<file path="config.mk">
export PLATFORM = sky130hd
export DESIGN_NAME = flk_key_guard
export DESIGN_NICKNAME = d
export VERILOG_FILES = /design/src/shared/flk_pkg.sv /design/src/verilog/flk_sfr_port.sv /design/src/verilog/flk_key_guard.sv
export SDC_FILE = /design/constraint.sdc
export NUM_CORES = 1
export LEC_CHECK = 0
export BUFFER_PORTS_ARGS = -buffer_cell sky130_fd_sc_hd__buf_2
export CORE_MARGIN = 2
export CORE_UTILIZATION = 39
export DETAILED_ROUTE_END_ITERATION = 10
export PLACE_DENSITY_LB_ADDON = 0.08
export SLEW_MARGIN = 10
export SYNTH_ARGS = -nofsm -noshare
export SYNTH_HDL_FRONTEND = slang
export SYNTH_SLANG_ARGS = --single-unit
</file>
<file path="constraint.sdc">
create_clock -name clock -period 1.6 [get_ports clock]
set_input_delay 0.08 -clock clock [delete_from_list [all_inputs] [get_ports clock]]
set_output_delay 0.08 -clock clock [all_outputs]
set_load 0.1 [all_outputs]
</file>
<file path="src/shared/flk_pkg.sv">
// Constants and types shared by the flash lock-and-key guard
package flk_pkg;

	// Special-function address of the key register
	localparam logic [7:0] FLK_KEY_ADDR   = 8'hb7;
	// Key bytes, in the order software must write them
	localparam logic [7:0] FLK_KEY_FIRST  = 8'ha5;
	localparam logic [7:0] FLK_KEY_SECOND = 8'hf1;
	// Reset value of the key register read data
	localparam logic [7:0] FLK_KEY_RESET  = 8'h00;

	// Lock state field position and width in the key register
	localparam int FLK_FIELD_LSB = 0;
	localparam int FLK_FIELD_W   = 2;
	localparam int FLK_DATA_W    = 8;
	localparam int FLK_PAD_W     = FLK_DATA_W - FLK_FIELD_W;

	// Lock state field codes as software reads them
	localparam logic [1:0] FLK_CODE_LOCKED  = 2'h0;
	localparam logic [1:0] FLK_CODE_FIRST   = 2'h1;
	localparam logic [1:0] FLK_CODE_OPEN    = 2'h2;
	localparam logic [1:0] FLK_CODE_LOCKOUT = 2'h3;

	// Guard states
	typedef enum logic [1:0] {
		FLK_LOCKED,
		FLK_FIRST_OK,
		FLK_OPEN,
		FLK_LOCKOUT
	} flk_state_e;

endpackage : flk_pkg

</file>
<file path="src/verilog/flk_sfr_port.sv">
// Special-function register port of the flash lock-and-key guard
`timescale 1ns/100ps

module flk_sfr_port
	import flk_pkg::*;
(
	input  wire logic                  clock,
	input  wire logic                  rst_b,
	input  wire logic                  ce,
	input  wire logic [7:0]            sfr_addr,
	input  wire logic                  sfr_wr,
	input  wire logic                  sfr_rd,
	input  wire logic [FLK_DATA_W-1:0] sfr_wdata,
	input  wire logic [1:0]            state_code,
	output logic                       key_wr,
	output logic [FLK_DATA_W-1:0]      key_byte,
	output logic [FLK_DATA_W-1:0]      sfr_rdata
);

	logic                  hit;
	logic [FLK_DATA_W-1:0] rdata_q;
	logic [FLK_DATA_W-1:0] rdata_d;

	// Decode ignores the page select, so the key is on every page
	assign hit      = (sfr_addr == FLK_KEY_ADDR);
	assign key_wr   = hit && sfr_wr && ce;
	assign key_byte = sfr_wdata;

	// Read data: lock state in the low bits, zeros above
	always_comb
	begin
		rdata_d = FLK_KEY_RESET;
		if (hit && sfr_rd)
		begin
			rdata_d[FLK_FIELD_LSB +: FLK_FIELD_W] = state_code;
		end
	end

	// Read data register, zero when the key is not addressed
	always_ff @(posedge clock or negedge rst_b)
	begin
		if (!rst_b)
		begin
			rdata_q <= FLK_KEY_RESET;
		end
		else if (ce)
		begin
			rdata_q <= rdata_d;
		end
	end

	assign sfr_rdata = rdata_q;
endmodule : flk_sfr_port

</file>
<file path="src/verilog/flk_key_guard.sv">
// Flash write and erase lock-and-key guard
//
// How it works
// Flash writes and erases pass only while the key has unlocked them.
// Writing 0xa5 then 0xf1 to the key register unlocks flash.
// One completed write or erase relocks flash automatically.
// A key write out of sequence locks flash out until reset.
// A flash attempt while locked is refused and locks flash out.
// A first key byte other than 0xa5 locks flash out deliberately.
// Key register reads return the lock state in bits 1 to 0.
// Field reads 00 when locked, 01 after the first key byte.
// Field reads 10 when unlocked, 11 during lockout.
// Key register sits at address 0xb7 on every page.
// Reset returns the guard to locked, field reading zero.
// The flash engine pulses attempt and done to the guard.
`timescale 1ns/100ps

module flk_key_guard
	import flk_pkg::*;
(
	input  wire logic                  clock,
	input  wire logic                  rst_b,
	input  wire logic                  ce,
	input  wire logic [7:0]            sfr_addr,
	input  wire logic                  sfr_wr,
	input  wire logic                  sfr_rd,
	input  wire logic [FLK_DATA_W-1:0] sfr_wdata,
	output logic [FLK_DATA_W-1:0]      sfr_rdata,
	input  wire logic                  flash_attempt,
	input  wire logic                  flash_done,
	output logic                       flash_allow,
	output logic                       flash_refused,
	output logic [1:0]                 lock_state,
	output logic                       lockout
);

	flk_state_e            state_q;
	flk_state_e            state_d;
	logic                  key_wr;
	logic [FLK_DATA_W-1:0] key_byte;
	logic                  bad_attempt;
	logic                  allow_q;
	logic                  refused_q;
	logic [1:0]            code_q;
	logic [1:0]            code_d;
	logic                  lockout_q;

	// Register port: decode and registered read data
	flk_sfr_port u_port (
		.clock      (clock),
		.rst_b      (rst_b),
		.ce         (ce),
		.sfr_addr   (sfr_addr),
		.sfr_wr     (sfr_wr),
		.sfr_rd     (sfr_rd),
		.sfr_wdata  (sfr_wdata),
		.state_code (code_q),
		.key_wr     (key_wr),
		.key_byte   (key_byte),
		.sfr_rdata  (sfr_rdata)
	);

	// Engine attempt while not unlocked is a violation
	assign bad_attempt = flash_attempt && (state_q != FLK_OPEN);

	// Next state; lockout causes win over everything else
	always_comb
	begin
		state_d = state_q;
		case (state_q)
			FLK_LOCKED:
			begin
				if (bad_attempt)
				begin
					state_d = FLK_LOCKOUT;
				end
				else if (key_wr && key_byte == FLK_KEY_FIRST)
				begin
					state_d = FLK_FIRST_OK;
				end
				else if (key_wr)
				begin
					state_d = FLK_LOCKOUT;
				end
			end
			FLK_FIRST_OK:
			begin
				if (bad_attempt)
				begin
					state_d = FLK_LOCKOUT;
				end
				else if (key_wr && key_byte == FLK_KEY_SECOND)
				begin
					state_d = FLK_OPEN;
				end
				else if (key_wr)
				begin
					state_d = FLK_LOCKOUT;
				end
			end
			FLK_OPEN:
			begin
				if (key_wr)
				begin
					state_d = FLK_LOCKOUT;
				end
				else if (flash_done)
				begin
					state_d = FLK_LOCKED;
				end
			end
			FLK_LOCKOUT:
			begin
				state_d = FLK_LOCKOUT;
			end
			default:
			begin
				state_d = FLK_LOCKOUT;
			end
		endcase
	end

	// Guard state; only reset leaves the lockout
	always_ff @(posedge clock or negedge rst_b)
	begin
		if (!rst_b)
		begin
			state_q <= FLK_LOCKED;
		end
		else if (ce)
		begin
			state_q <= state_d;
		end
	end

	// Lock state code of the next state
	always_comb
	begin
		case (state_d)
			FLK_LOCKED:   code_d = FLK_CODE_LOCKED;
			FLK_FIRST_OK: code_d = FLK_CODE_FIRST;
			FLK_OPEN:     code_d = FLK_CODE_OPEN;
			FLK_LOCKOUT:  code_d = FLK_CODE_LOCKOUT;
			default:      code_d = FLK_CODE_LOCKOUT;
		endcase
	end

	// Lock state code, tracks the state register
	always_ff @(posedge clock or negedge rst_b)
	begin
		if (!rst_b)
		begin
			code_q <= FLK_CODE_LOCKED;
		end
		else if (ce)
		begin
			code_q <= code_d;
		end
	end

	// Permission to the flash engine, only while unlocked
	always_ff @(posedge clock or negedge rst_b)
	begin
		if (!rst_b)
		begin
			allow_q <= 1'b0;
		end
		else if (ce)
		begin
			allow_q <= (state_d == FLK_OPEN);
		end
	end

	// Refusal pulse back to the engine
	always_ff @(posedge clock or negedge rst_b)
	begin
		if (!rst_b)
		begin
			refused_q <= 1'b0;
		end
		else if (ce)
		begin
			refused_q <= bad_attempt;
		end
	end

	// Lockout flag, sticky until reset
	always_ff @(posedge clock or negedge rst_b)
	begin
		if (!rst_b)
		begin
			lockout_q <= 1'b0;
		end
		else if (ce)
		begin
			lockout_q <= (state_d == FLK_LOCKOUT);
		end
	end

	assign flash_allow   = allow_q;
	assign flash_refused = refused_q;
	assign lock_state    = code_q;
	assign lockout       = lockout_q;
endmodule : flk_key_guard

</file>
==> results of run 1 <==
what timing repair did:
action                                 CTS  global route
gates resized for setup                  0             0
endpoints found under the hold margin    8             0
hold buffers                             1             0
tightest hold or removal path: stages:
cell and delay [ns]:
buf_2 0.11, nand2_1 0.06, o22ai_1 0.07
cells by family after synthesis:
family,share of synthesized area (%)
other cells,0.705
simple gates,24.5
buf+inv,16.2
compound gates,18.8
flops,37.6
mux,2.12
routing by layer:
layer,wire length [um],up-vias
met4,5,0
met1,460,242
met3,76,2
li1,-,260
met5,0,-
met2,597,14
report_power, final:
| part | total (mW) | switching [mW] | internal, mW |
|---|---|---|---|
| Clock | 0.153 | 0.0674 | 0.0858 |
| Combinational | 0.343 | 0.271 | 0.0719 |
| Sequential | 0.250 | 0.0230 | 0.227 |
cell type report:
cell class	instances	area, um^2
inverter	8	30.0
fill	141	594
clock buffer	3	22.5
tap	15	18.8
sequential	8	200
timing repair buffer	30	155
multi-input combinational	39	264
path summary, 6_finish.rpt:
check	start	endpoint	depth (start not counted)
hold reg to reg	u_port.sfr_rdata[0]$_DFFE_PN0P_	u_port.sfr_rdata[0]$_DFFE_PN0P_	2
hold / removal	flash_attempt	flash_refused$_DFFE_PN0P_	3
max in group asynchronous	rst_b	u_port.sfr_rdata[1]$_DFFE_PN0P_	2
setup / recovery	state_q[0]$_DFFE_PN0P_	flash_allow$_DFFE_PN0P_	4
setup reg to reg	state_q[0]$_DFFE_PN0P_	flash_allow$_DFFE_PN0P_	4
min in group asynchronous	rst_b	lockout$_DFFE_PN0P_	2
flip-flops by register name, indices dropped and copies added, names as in the netlist:
| signal | flops |
|---|---|
| flash_allow | 1 |
| flash_refused | 1 |
| lock_state | 2 |
| lockout | 1 |
| state_q | 1 |
| u_port.sfr_rdata | 2 |
stage by stage:
stage / setup slack (ns) / hold slack (ns) / power (mW)
2_1_floorplan: 0.353 / -0.216 / 0.544
3_3_place_gp: 0.349 / -0.0677 / 0.594
3_5_place_dp: 0.325 / -0.0707 / 0.597
4_1_cts: 0.311 / 0.100 / 0.758
5_1_grt: 0.164 / 0.114 / 0.789
6_report: 0.309 / 0.106 / 0.746
cell usage in the layout, fill, tap and decap left out, drive strengths merged, types with 3 or more instances in the layout:
master	n
nand4	5
clkbuf	3
o21ai	5
buf	29
inv	8
and4b	3
conb	6
o211ai	3
o22ai	3
dfrtp	8
==> flow_summary_export.csv, run 1 <==
group,metric,value,unit
setup_path,critical_path_class,"register to register",
cells_and_area,fin_area,691,um^2
setup_path,critPathArrivalTime,1.47,ns
global_routing,grt.met3_usage,7.07,%
yosys,ys_warn_count,0,
global_routing,track_usage,16.3,%
cells_and_area,layout-drive-gt1-share,43.2,%
floorplanning,die_area,0.00167,mm^2
global_routing,grt_util_met2,28.5,%
clocking,cts.clk_slew.worst_paths,0.06,ns
hold_path,hold_class,"input pin to register",
sta,fin_crit,1.29,ns
yosys,synthArstFlopShare,100,%
setup_path,startpoint_type,"register",
placed_design,routabilityCongestion,0.776,
floorplanning,dieWidth,40.9,um
setup_path,cp-end-kind,"register",
placed_design,dpl.hpwl,979,um
floorplanning,start_util,41.4,%
run,maxCapViolCount,0,
cells_and_area,nNetsFinal,113,
floorplanning,num_rows,13,
setup_path,crit_slowest_cell,"dfrtp_1",
clocking,htreeDepth,1,
power,peakVddDrop,0.402,mV
clocking,clock-root-buffer,"clkbuf_4",
floorplanning,die_height,40.9,um
setup_path,worstPathRequired,1.78,ns
sta,max_clock_freq,0.775,GHz
yosys,syn_area,532,um^2
yosys,synth_cell_types,26,
yosys,netlist.area_leader.share,37.6,%
clocking,clock_sinks,8,
clocking,clockBufferDepth,2,
yosys,synth_seq_cells,8,
sta,rsz0062_at_grt,"no",
cells_and_area,diodes,0,
yosys,avgSynthCellArea,9.17,um^2
global_routing,grt_pass1_wl,1730,um
yosys,postSynthCellCount,58,
yosys,synth_top_cell_by_area,"dfrtp_1",
cells_and_area,layout-area-overhead-vs-synth,29.9,%
power,p_per_area,1080,mW/mm^2
routing,vias,518,
routing,drt-pass1-iter-count,2,
yosys,yosysSeqAreaShare,37.6,%
floorplanning,coreArea,0.00128,mm^2
sta,skew,0.00734,ns
global_routing,grt_use_met1,17.5,%
clocking,cts_setup_buffers,0,
clocking,clock_latency,0.25,ns
placed_design,portBuffers,29,
clocking,cts_made_buffers,3,
global_routing,antenna_found_initial,0,
setup_path,critPathMaxFanout,7,
setup_path,worstPathCellList,"and4b_1 -> nand4_1 -> mux2_2 -> o22ai_2",
sta,setup_viol,0,
routing,wl_per_cell,11.1,um
placed_design,dpl.cell_count,99,
run_status,status,"finished clean",
routing,drt.antenna.violating_nets,0,
sta,hold_viol,0,
global_routing,grt_overflow_total,0,
cells_and_area,final_cells,103,
sta,period_share,80.7,%
floorplanning,ioPinCount,36,
cells_and_area,fin_util,53.7,%
yosys,synth_area_leaders,"dfrtp_1 38%, buf_4 9.9%, nand4_1 5.9%",
yosys,ys.flop_type,"dfrtp_1",
power,p_leak,0.357,nW
global_routing,grt_busiest_layer,"met2",
setup_path,rrSetupSlack,0.31,ns
yosys,ys_top_cells_by_count,"8 x dfrtp_1, 8 x inv_1, 7 x buf_4, 5 x nand4_1, 5 x o21ai_0",
routing,routed_via_density,5.03,
routing,drtIter0Drc,2,
sta,drv_slew,0,
yosys,synth_edf_count,0,
placed_design,dpl-instance-area,658,um^2
setup_path,path_buf_inv,0,
routing,drt-total-wl,1140,um
global_routing,grt_max_degree,16,
routing,drc_errors,0,
sta,fin_setup_tns,0,ns
setup_path,max_stage_delay,0.44,ns
global_routing,grt_pass1_vias,460,
clocking,cts_tree,"yes",
setup_path,path_delay_family,"flip-flops",
(Power assumes the default switching activity.)
==> run 2, diff against run 1 <==
- CORE_UTILIZATION: 39 -> 35
- clock period: 1.6 -> 1 ns (I/O delays scaled with it)
==> run 2 against run 1 <==
Against the previous run: the flow now finishes with violations (negative setup slack); count of clock-buffer cells in the layout grew 1; die area grew 10%; clock skew shrank 0.0051 ns; sequential power grew 68%; worst setup slack lost 0.52 ns; sequential cell count is the same; clock power grew 74%; combinational power grew 110%; design area grew 26%; largest power group unchanged; highest routed layer unchanged.
==> flow_summary_export.csv, run 2 (synthesized netlist as in run 1, its figures left out) <==
group,metric,value,unit
sta,hold_viol,0,
routing,drt-total-wl,1160,um
cells_and_area,final_cells,111,
routing,routed_via_density,4.89,
sta,period_share,121,%
cells_and_area,layout_common_cells,"22 x buf_2, 8 x inv_1, 8 x dfrtp_2",
routing,drt.antenna.violating_nets,0,
hold_path,hold_depth,3,
sta,setup_ws,-0.210,ns
cells_and_area,nNetsFinal,119,
sta,setup_viol,6,
global_routing,grt_overflow_total,0,
setup_path,cp-end-kind,"register",
cells_and_area,layout-area-overhead-vs-synth,63.3,%
routing,vias,543,
clocking,clock_latency,0.25,ns
global_routing,track_usage,14.9,%
cells_and_area,layout-drive-gt1-share,56.8,%
cells_and_area,layout_commonest_cell,"buf_2",
floorplanning,die_height,43.0,um
clocking,cts_tree,"yes",
global_routing,antenna_found_initial,0,
clocking,cts.clk_slew.worst_paths,0.06,ns
floorplanning,coreArea,0.00147,mm^2
setup_path,critical_path_class,"register to register",
floorplanning,start_util,36.1,%
setup_path,worstPathRequired,1.18,ns
cells_and_area,diodes,0,
global_routing,grt_max_degree,15,
placed_design,dpl.cell_count,105,
setup_path,rrSetupSlack,-0.21,ns
routing,drtIter0Drc,6,
routing,wl_per_cell,10.5,um
global_routing,grt_pass1_wl,2040,um
run_status,violations,"negative setup slack",
setup_path,path_delay_family,"flip-flops",
cells_and_area,multiInputGateArea,273,um^2
setup_path,crit_slowest_cell,"dfrtp_2",
clocking,clock_sinks,8,
floorplanning,die_area,0.00185,mm^2
sta,skew,0.00222,ns
sta,drv_slew,0,
setup_path,r2r_end,"flash_allow$_DFFE_PN0P_",
cells_and_area,final.fill_count,132,
routing,drt-pass1-iter-count,3,
power,p_leak,0.409,nW
setup_path,reg2reg_depth,4,
power,peakVddDrop,0.781,mV
setup_path,critPathMaxFanout,5,
power,p_per_area,1620,mW/mm^2
placed_design,portBuffers,29,
run,maxCapViolCount,0,
placed_design,routabilityCongestion,0.818,
hold_path,hold_path_end,"flash_refused$_DFFE_PN0P_",
run_status,status,"complete, but fails checks",
setup_path,path_buf_inv,0,
sta,fin_crit,1.21,ns
clocking,cts_made_buffers,3,
sta,rsz0062_at_grt,"yes",
hold_path,hold_class,"input pin to register",
setup_path,worstPathCellList,"nor2_2 -> nand4_1 -> mux2_2 -> o22ai_2",
sta,max_clock_freq,0.826,GHz
cells_and_area,register_area,210,um^2
floorplanning,dieWidth,43.0,um
setup_path,r2r_start,"lock_state[1]$_DFFE_PN0P_",
placed_design,dpl.hpwl,984,um
floorplanning,ioPinCount,36,
hold_path,hold_start,"flash_attempt",
power,p_total,1.40,mW
global_routing,grt_pass1_vias,514,
clocking,htreeDepth,1,
clocking,clock-root-buffer,"clkbuf_4",
setup_path,max_stage_delay,0.44,ns
sta,fin_setup_tns,-0.938,ns
routing,drc_errors,0,
setup_path,startpoint_type,"register",
clocking,clockBufferDepth,2,
setup_path,critPathArrivalTime,1.39,ns
floorplanning,num_rows,14,
==> run 2: changes by cell type in the layout (fill, tap and decap cells not counted), moves of 4 or more <==
cell and delta:
buf_12 +7, buf_4 +5, dfrtp_2 +8, buf_2 -7, dfrtp_1 -8, o21ai_0 -4
o21ai_1 +4
==> run 2: worst max path at each step <==
stage | from | to | slack, ns | cells past startpoint
finish | lock_state[1]$_DFFE_PN0P_ | flash_allow$_DFFE_PN0P_ | -0.21 | 4
global placement | lock_state[1]$_DFFE_PN0P_ | flash_allow$_DFFE_PN0P_ | -0.21 | 4
floorplan | state_q[0]$_DFFE_PN0P_ | flash_allow$_DFFE_PN0P_ | -0.13 | 4
CTS | state_q[0]$_DFFE_PN0P_ | lock_state[0]$_DFFE_PN0P_ | -0.23 | 4
detailed placement | state_q[0]$_DFFE_PN0P_ | lock_state[0]$_DFFE_PN0P_ | -0.22 | 4
global route | lock_state[1]$_DFFE_PN0P_ | flash_allow$_DFFE_PN0P_ | -0.27 | 4
==> run 2: layout make-up <==
type | count | share of cell area (%)
repair buffers | 36 | 35.6
multi-input cells | 39 | 31.4
flip-flops and latches | 8 | 24.2
inverters | 8 | 3.46
clock buffers | 4 | 3.03
well taps | 16 | 2.31
==> run 2: stage by stage <==
step | worst slack [ns] | instance area (um^2) | hold WS (ns) | utilization (%)
6_report | -0.210 | 868 | 0.0629 | 59.0
3_3_place_gp | -0.212 | 818 | -0.0971 | 55.6
5_1_grt | -0.273 | 868 | 0.0812 | 59.0
4_1_cts | -0.234 | 873 | 0.0537 | 59.4
3_5_place_dp | -0.219 | 818 | -0.0947 | 55.6
2_1_floorplan | -0.127 | 567 | -0.246 | -
==> run 2: what timing repair did <==
action / CTS / global route
hold endpoints to repair: 8 / 0
setup endpoints to repair: 6 / 7
pin swaps: 3 / 1
buffers inserted: 2 / 0
hold buffers: 1 / 0
gates resized for setup: 4 / 4
==> run 2: power breakdown <==
part / internal, mW / switching, mW
registers: 0.371 / 0.0488
logic: 0.263 / 0.453
clock network: 0.153 / 0.114
total: 0.787 / 0.615
==> run 2: worst register-to-register path, stage by stage (launching register included) <==
cell	delay, ns
dfrtp_2	0.44
nor2_2	0.14
nand4_1	0.16
mux2_2	0.31
o22ai_2	0.08
==> run 2: per-layer routing <==
metal	GRT usage [%]	wire, um	share of wire, %	vias to the layer above
li1	-	-	-	279
met1	16.7	474	41	242
met2	25.2	576	50	20
met3	6.38	96	8.3	2
met4	5.45	12	1.0	0
met5	0	0	0	-
==> run 3, diff against run 2 <==
--- a/config.mk
+++ b/config.mk
@@ -15,2 +15,3 @@
 export SYNTH_HDL_FRONTEND = slang
 export SYNTH_SLANG_ARGS = --single-unit
+export TNS_END_PERCENT = 50
==> constraint.sdc (replaced) <==
create_clock -name clock -period 1.1 [get_ports clock]
set_input_delay 0.22 -clock clock [delete_from_list [all_inputs] [get_ports clock]]
set_output_delay 0.22 -clock clock [all_outputs]
set_load 0.1 [all_outputs]
==> run 3 against run 2 <==
Against the previous run: the flow still finishes with violations (negative setup slack); non-clock buffer count unchanged; utilization down 0.34 points; sequential power shrank 10%; critical endpoint is now state_q[0]$_DFFE_PN0P_; critical path depth stayed put; wire length increased by 4.6%; via count fell by 2.2%.
==> flow_summary_export.csv, run 3 (synthesized netlist as in run 1, its figures left out) <==
group,metric,value,unit
run_status,status,"complete, but fails checks",
run_status,violations,"negative setup slack",
cells_and_area,nNetsFinal,119,
sta,rsz0062_at_grt,"yes",
global_routing,grt_max_degree,15,
clocking,clock_latency,0.26,ns
global_routing,grt_overflow_total,0,
setup_path,worstPathRequired,1.23,ns
setup_path,startpoint_type,"register",
placed_design,portBuffers,29,
clocking,cts_tree,"yes",
hold_path,hold_class,"input pin to register",
sta,max_clock_freq,0.823,GHz
placed_design,routabilityCongestion,0.756,
clocking,htreeDepth,1,
floorplanning,die_height,43.0,um
cells_and_area,layout_commonest_cell,"buf_2",
setup_path,critPathMaxFanout,5,
cells_and_area,fin_util,58.7,%
global_routing,track_usage,14.9,%
setup_path,critPathArrivalTime,1.35,ns
placed_design,dpl.hpwl,948,um
sta,period_share,110,%
routing,drt-total-wl,1210,um
cells_and_area,layout_common_cells,"22 x buf_2, 8 x inv_1, 7 x buf_12",
routing,drt.antenna.violating_nets,0,
cells_and_area,final_cells,111,
placed_design,dpl.cell_count,104,
global_routing,grt_pass1_vias,476,
sta,drv_slew,0,
routing,drc_errors,0,
floorplanning,start_util,36.1,%
sta,fin_crit,1.21,ns
clocking,cts_made_buffers,3,
setup_path,critical_path_class,"register to register",
clocking,cts.clk_slew.worst_paths,0.06,ns
routing,drt-pass1-iter-count,4,
clocking,clock_sinks,8,
sta,setup_ws,-0.114,ns
routing,vias,531,
setup_path,cp-end-kind,"register",
routing,wl_per_cell,10.9,um
global_routing,antenna_found_initial,0,
sta,skew,0.00404,ns
routing,drtIter0Drc,5,
sta,setup_viol,6,
power,p_per_area,1490,mW/mm^2
placed_design,dpl-instance-area,805,um^2
floorplanning,num_rows,14,
cells_and_area,fin_area,863,um^2
cells_and_area,layout-drive-gt1-share,53.7,%
clocking,clock-root-buffer,"clkbuf_4",
run,maxCapViolCount,0,
cells_and_area,final.fill_count,146,
floorplanning,dieWidth,43.0,um
sta,hold_viol,0,
floorplanning,die_area,0.00185,mm^2
power,peakVddDrop,0.706,mV
floorplanning,coreArea,0.00147,mm^2
cells_and_area,layout-area-overhead-vs-synth,62.4,%
floorplanning,ioPinCount,36,
cells_and_area,diodes,0,
clocking,clockBufferDepth,2,
power,p_leak,0.415,nW
global_routing,grt_pass1_wl,2010,um
routing,routed_via_density,4.78,
-- run 3: changes by cell type in the layout (fill, tap and decap cells not counted) --
cell / before / now
o21ai_0: 1 / 3
nor4b_1: 0 / 1
mux2_2: 1 / 0
dfrtp_2: 8 / 6
nor4b_2: 1 / 0
dfrtp_1: 0 / 2
o21ai_1: 4 / 2
mux2_4: 0 / 1
-- run 3: what timing repair did --
action | 4_1_cts | 5_1_grt
gates resized for setup | 3 | 1
endpoints found under the hold margin | 8 | 0
endpoints found under the setup margin | 6 | 11
setup buffers | 2 | 0
hold buffers | 1 | 0
pin swaps | 3 | 1
-- run 3: cell type report --
cell class                 instances  area [um^2]  area share, %
tap                               16         20.0           2.32
timing repair buffer              36          309           35.8
sequential                         8          208           24.1
multi-input combinational         39          270           31.3
inverter                           8         30.0           3.48
clock buffer                       4         26.3           3.04
-- run 3: stage by stage --
| stage | power [mW] | setup TNS (ns) | hold slack (ns) | setup WS, ns |
|---|---|---|---|---|
| after global placement | 1.01 | -0.754 | 0.0791 | -0.200 |
| after CTS | 1.30 | -0.628 | 0.223 | -0.124 |
| after detailed placement | 1.01 | -0.720 | 0.0785 | -0.180 |
| final | 1.29 | -0.602 | 0.230 | -0.114 |
| after floorplan | 0.798 | -0.0865 | -0.0756 | -0.0387 |
| after global routing | 1.36 | -1.08 | 0.231 | -0.197 |
-- run 3: critical path, stage by stage (launching register included) --
cell and delay [ns]:
dfrtp_1 0.40, and4b_1 0.20, nand4_1 0.15, o211ai_1 0.24
o21ai_1 0.10
-- run 3: metal layers --
metal	track usage (%)	part of all wire (%)	wire, um	vias up
met2	23.0	49	594	22
met4	5.45	0	0	0
met1	18.5	43	527	238
met5	0	0	0	-
li1	-	-	-	271
met3	6.38	7.5	91	0
-- run 3: final timing paths --
kind	from	end	slack (ns)	depth (start not counted)
worst max-delay path	state_q[0]$_DFFE_PN0P_	state_q[0]$_DFFE_PN0P_	-0.11	4
max in group asynchronous	rst_b	u_port.sfr_rdata[0]$_DFFE_PN0P_	0.58	2
worst min-delay path	flash_attempt	flash_refused$_DFFE_PN0P_	0.23	3
min in group asynchronous	rst_b	flash_allow$_DFFE_PN0P_	0.33	2
worst min register to register	lock_state[0]$_DFFE_PN0P_	lock_state[0]$_DFFE_PN0P_	0.57	2
worst max register to register	state_q[0]$_DFFE_PN0P_	state_q[0]$_DFFE_PN0P_	-0.11	4
-- run 3: power by group --
part	internal [mW]	switching (mW)
Combinational	0.242	0.415
Sequential	0.335	0.0425
Clock	0.140	0.115
Total	0.717	0.572
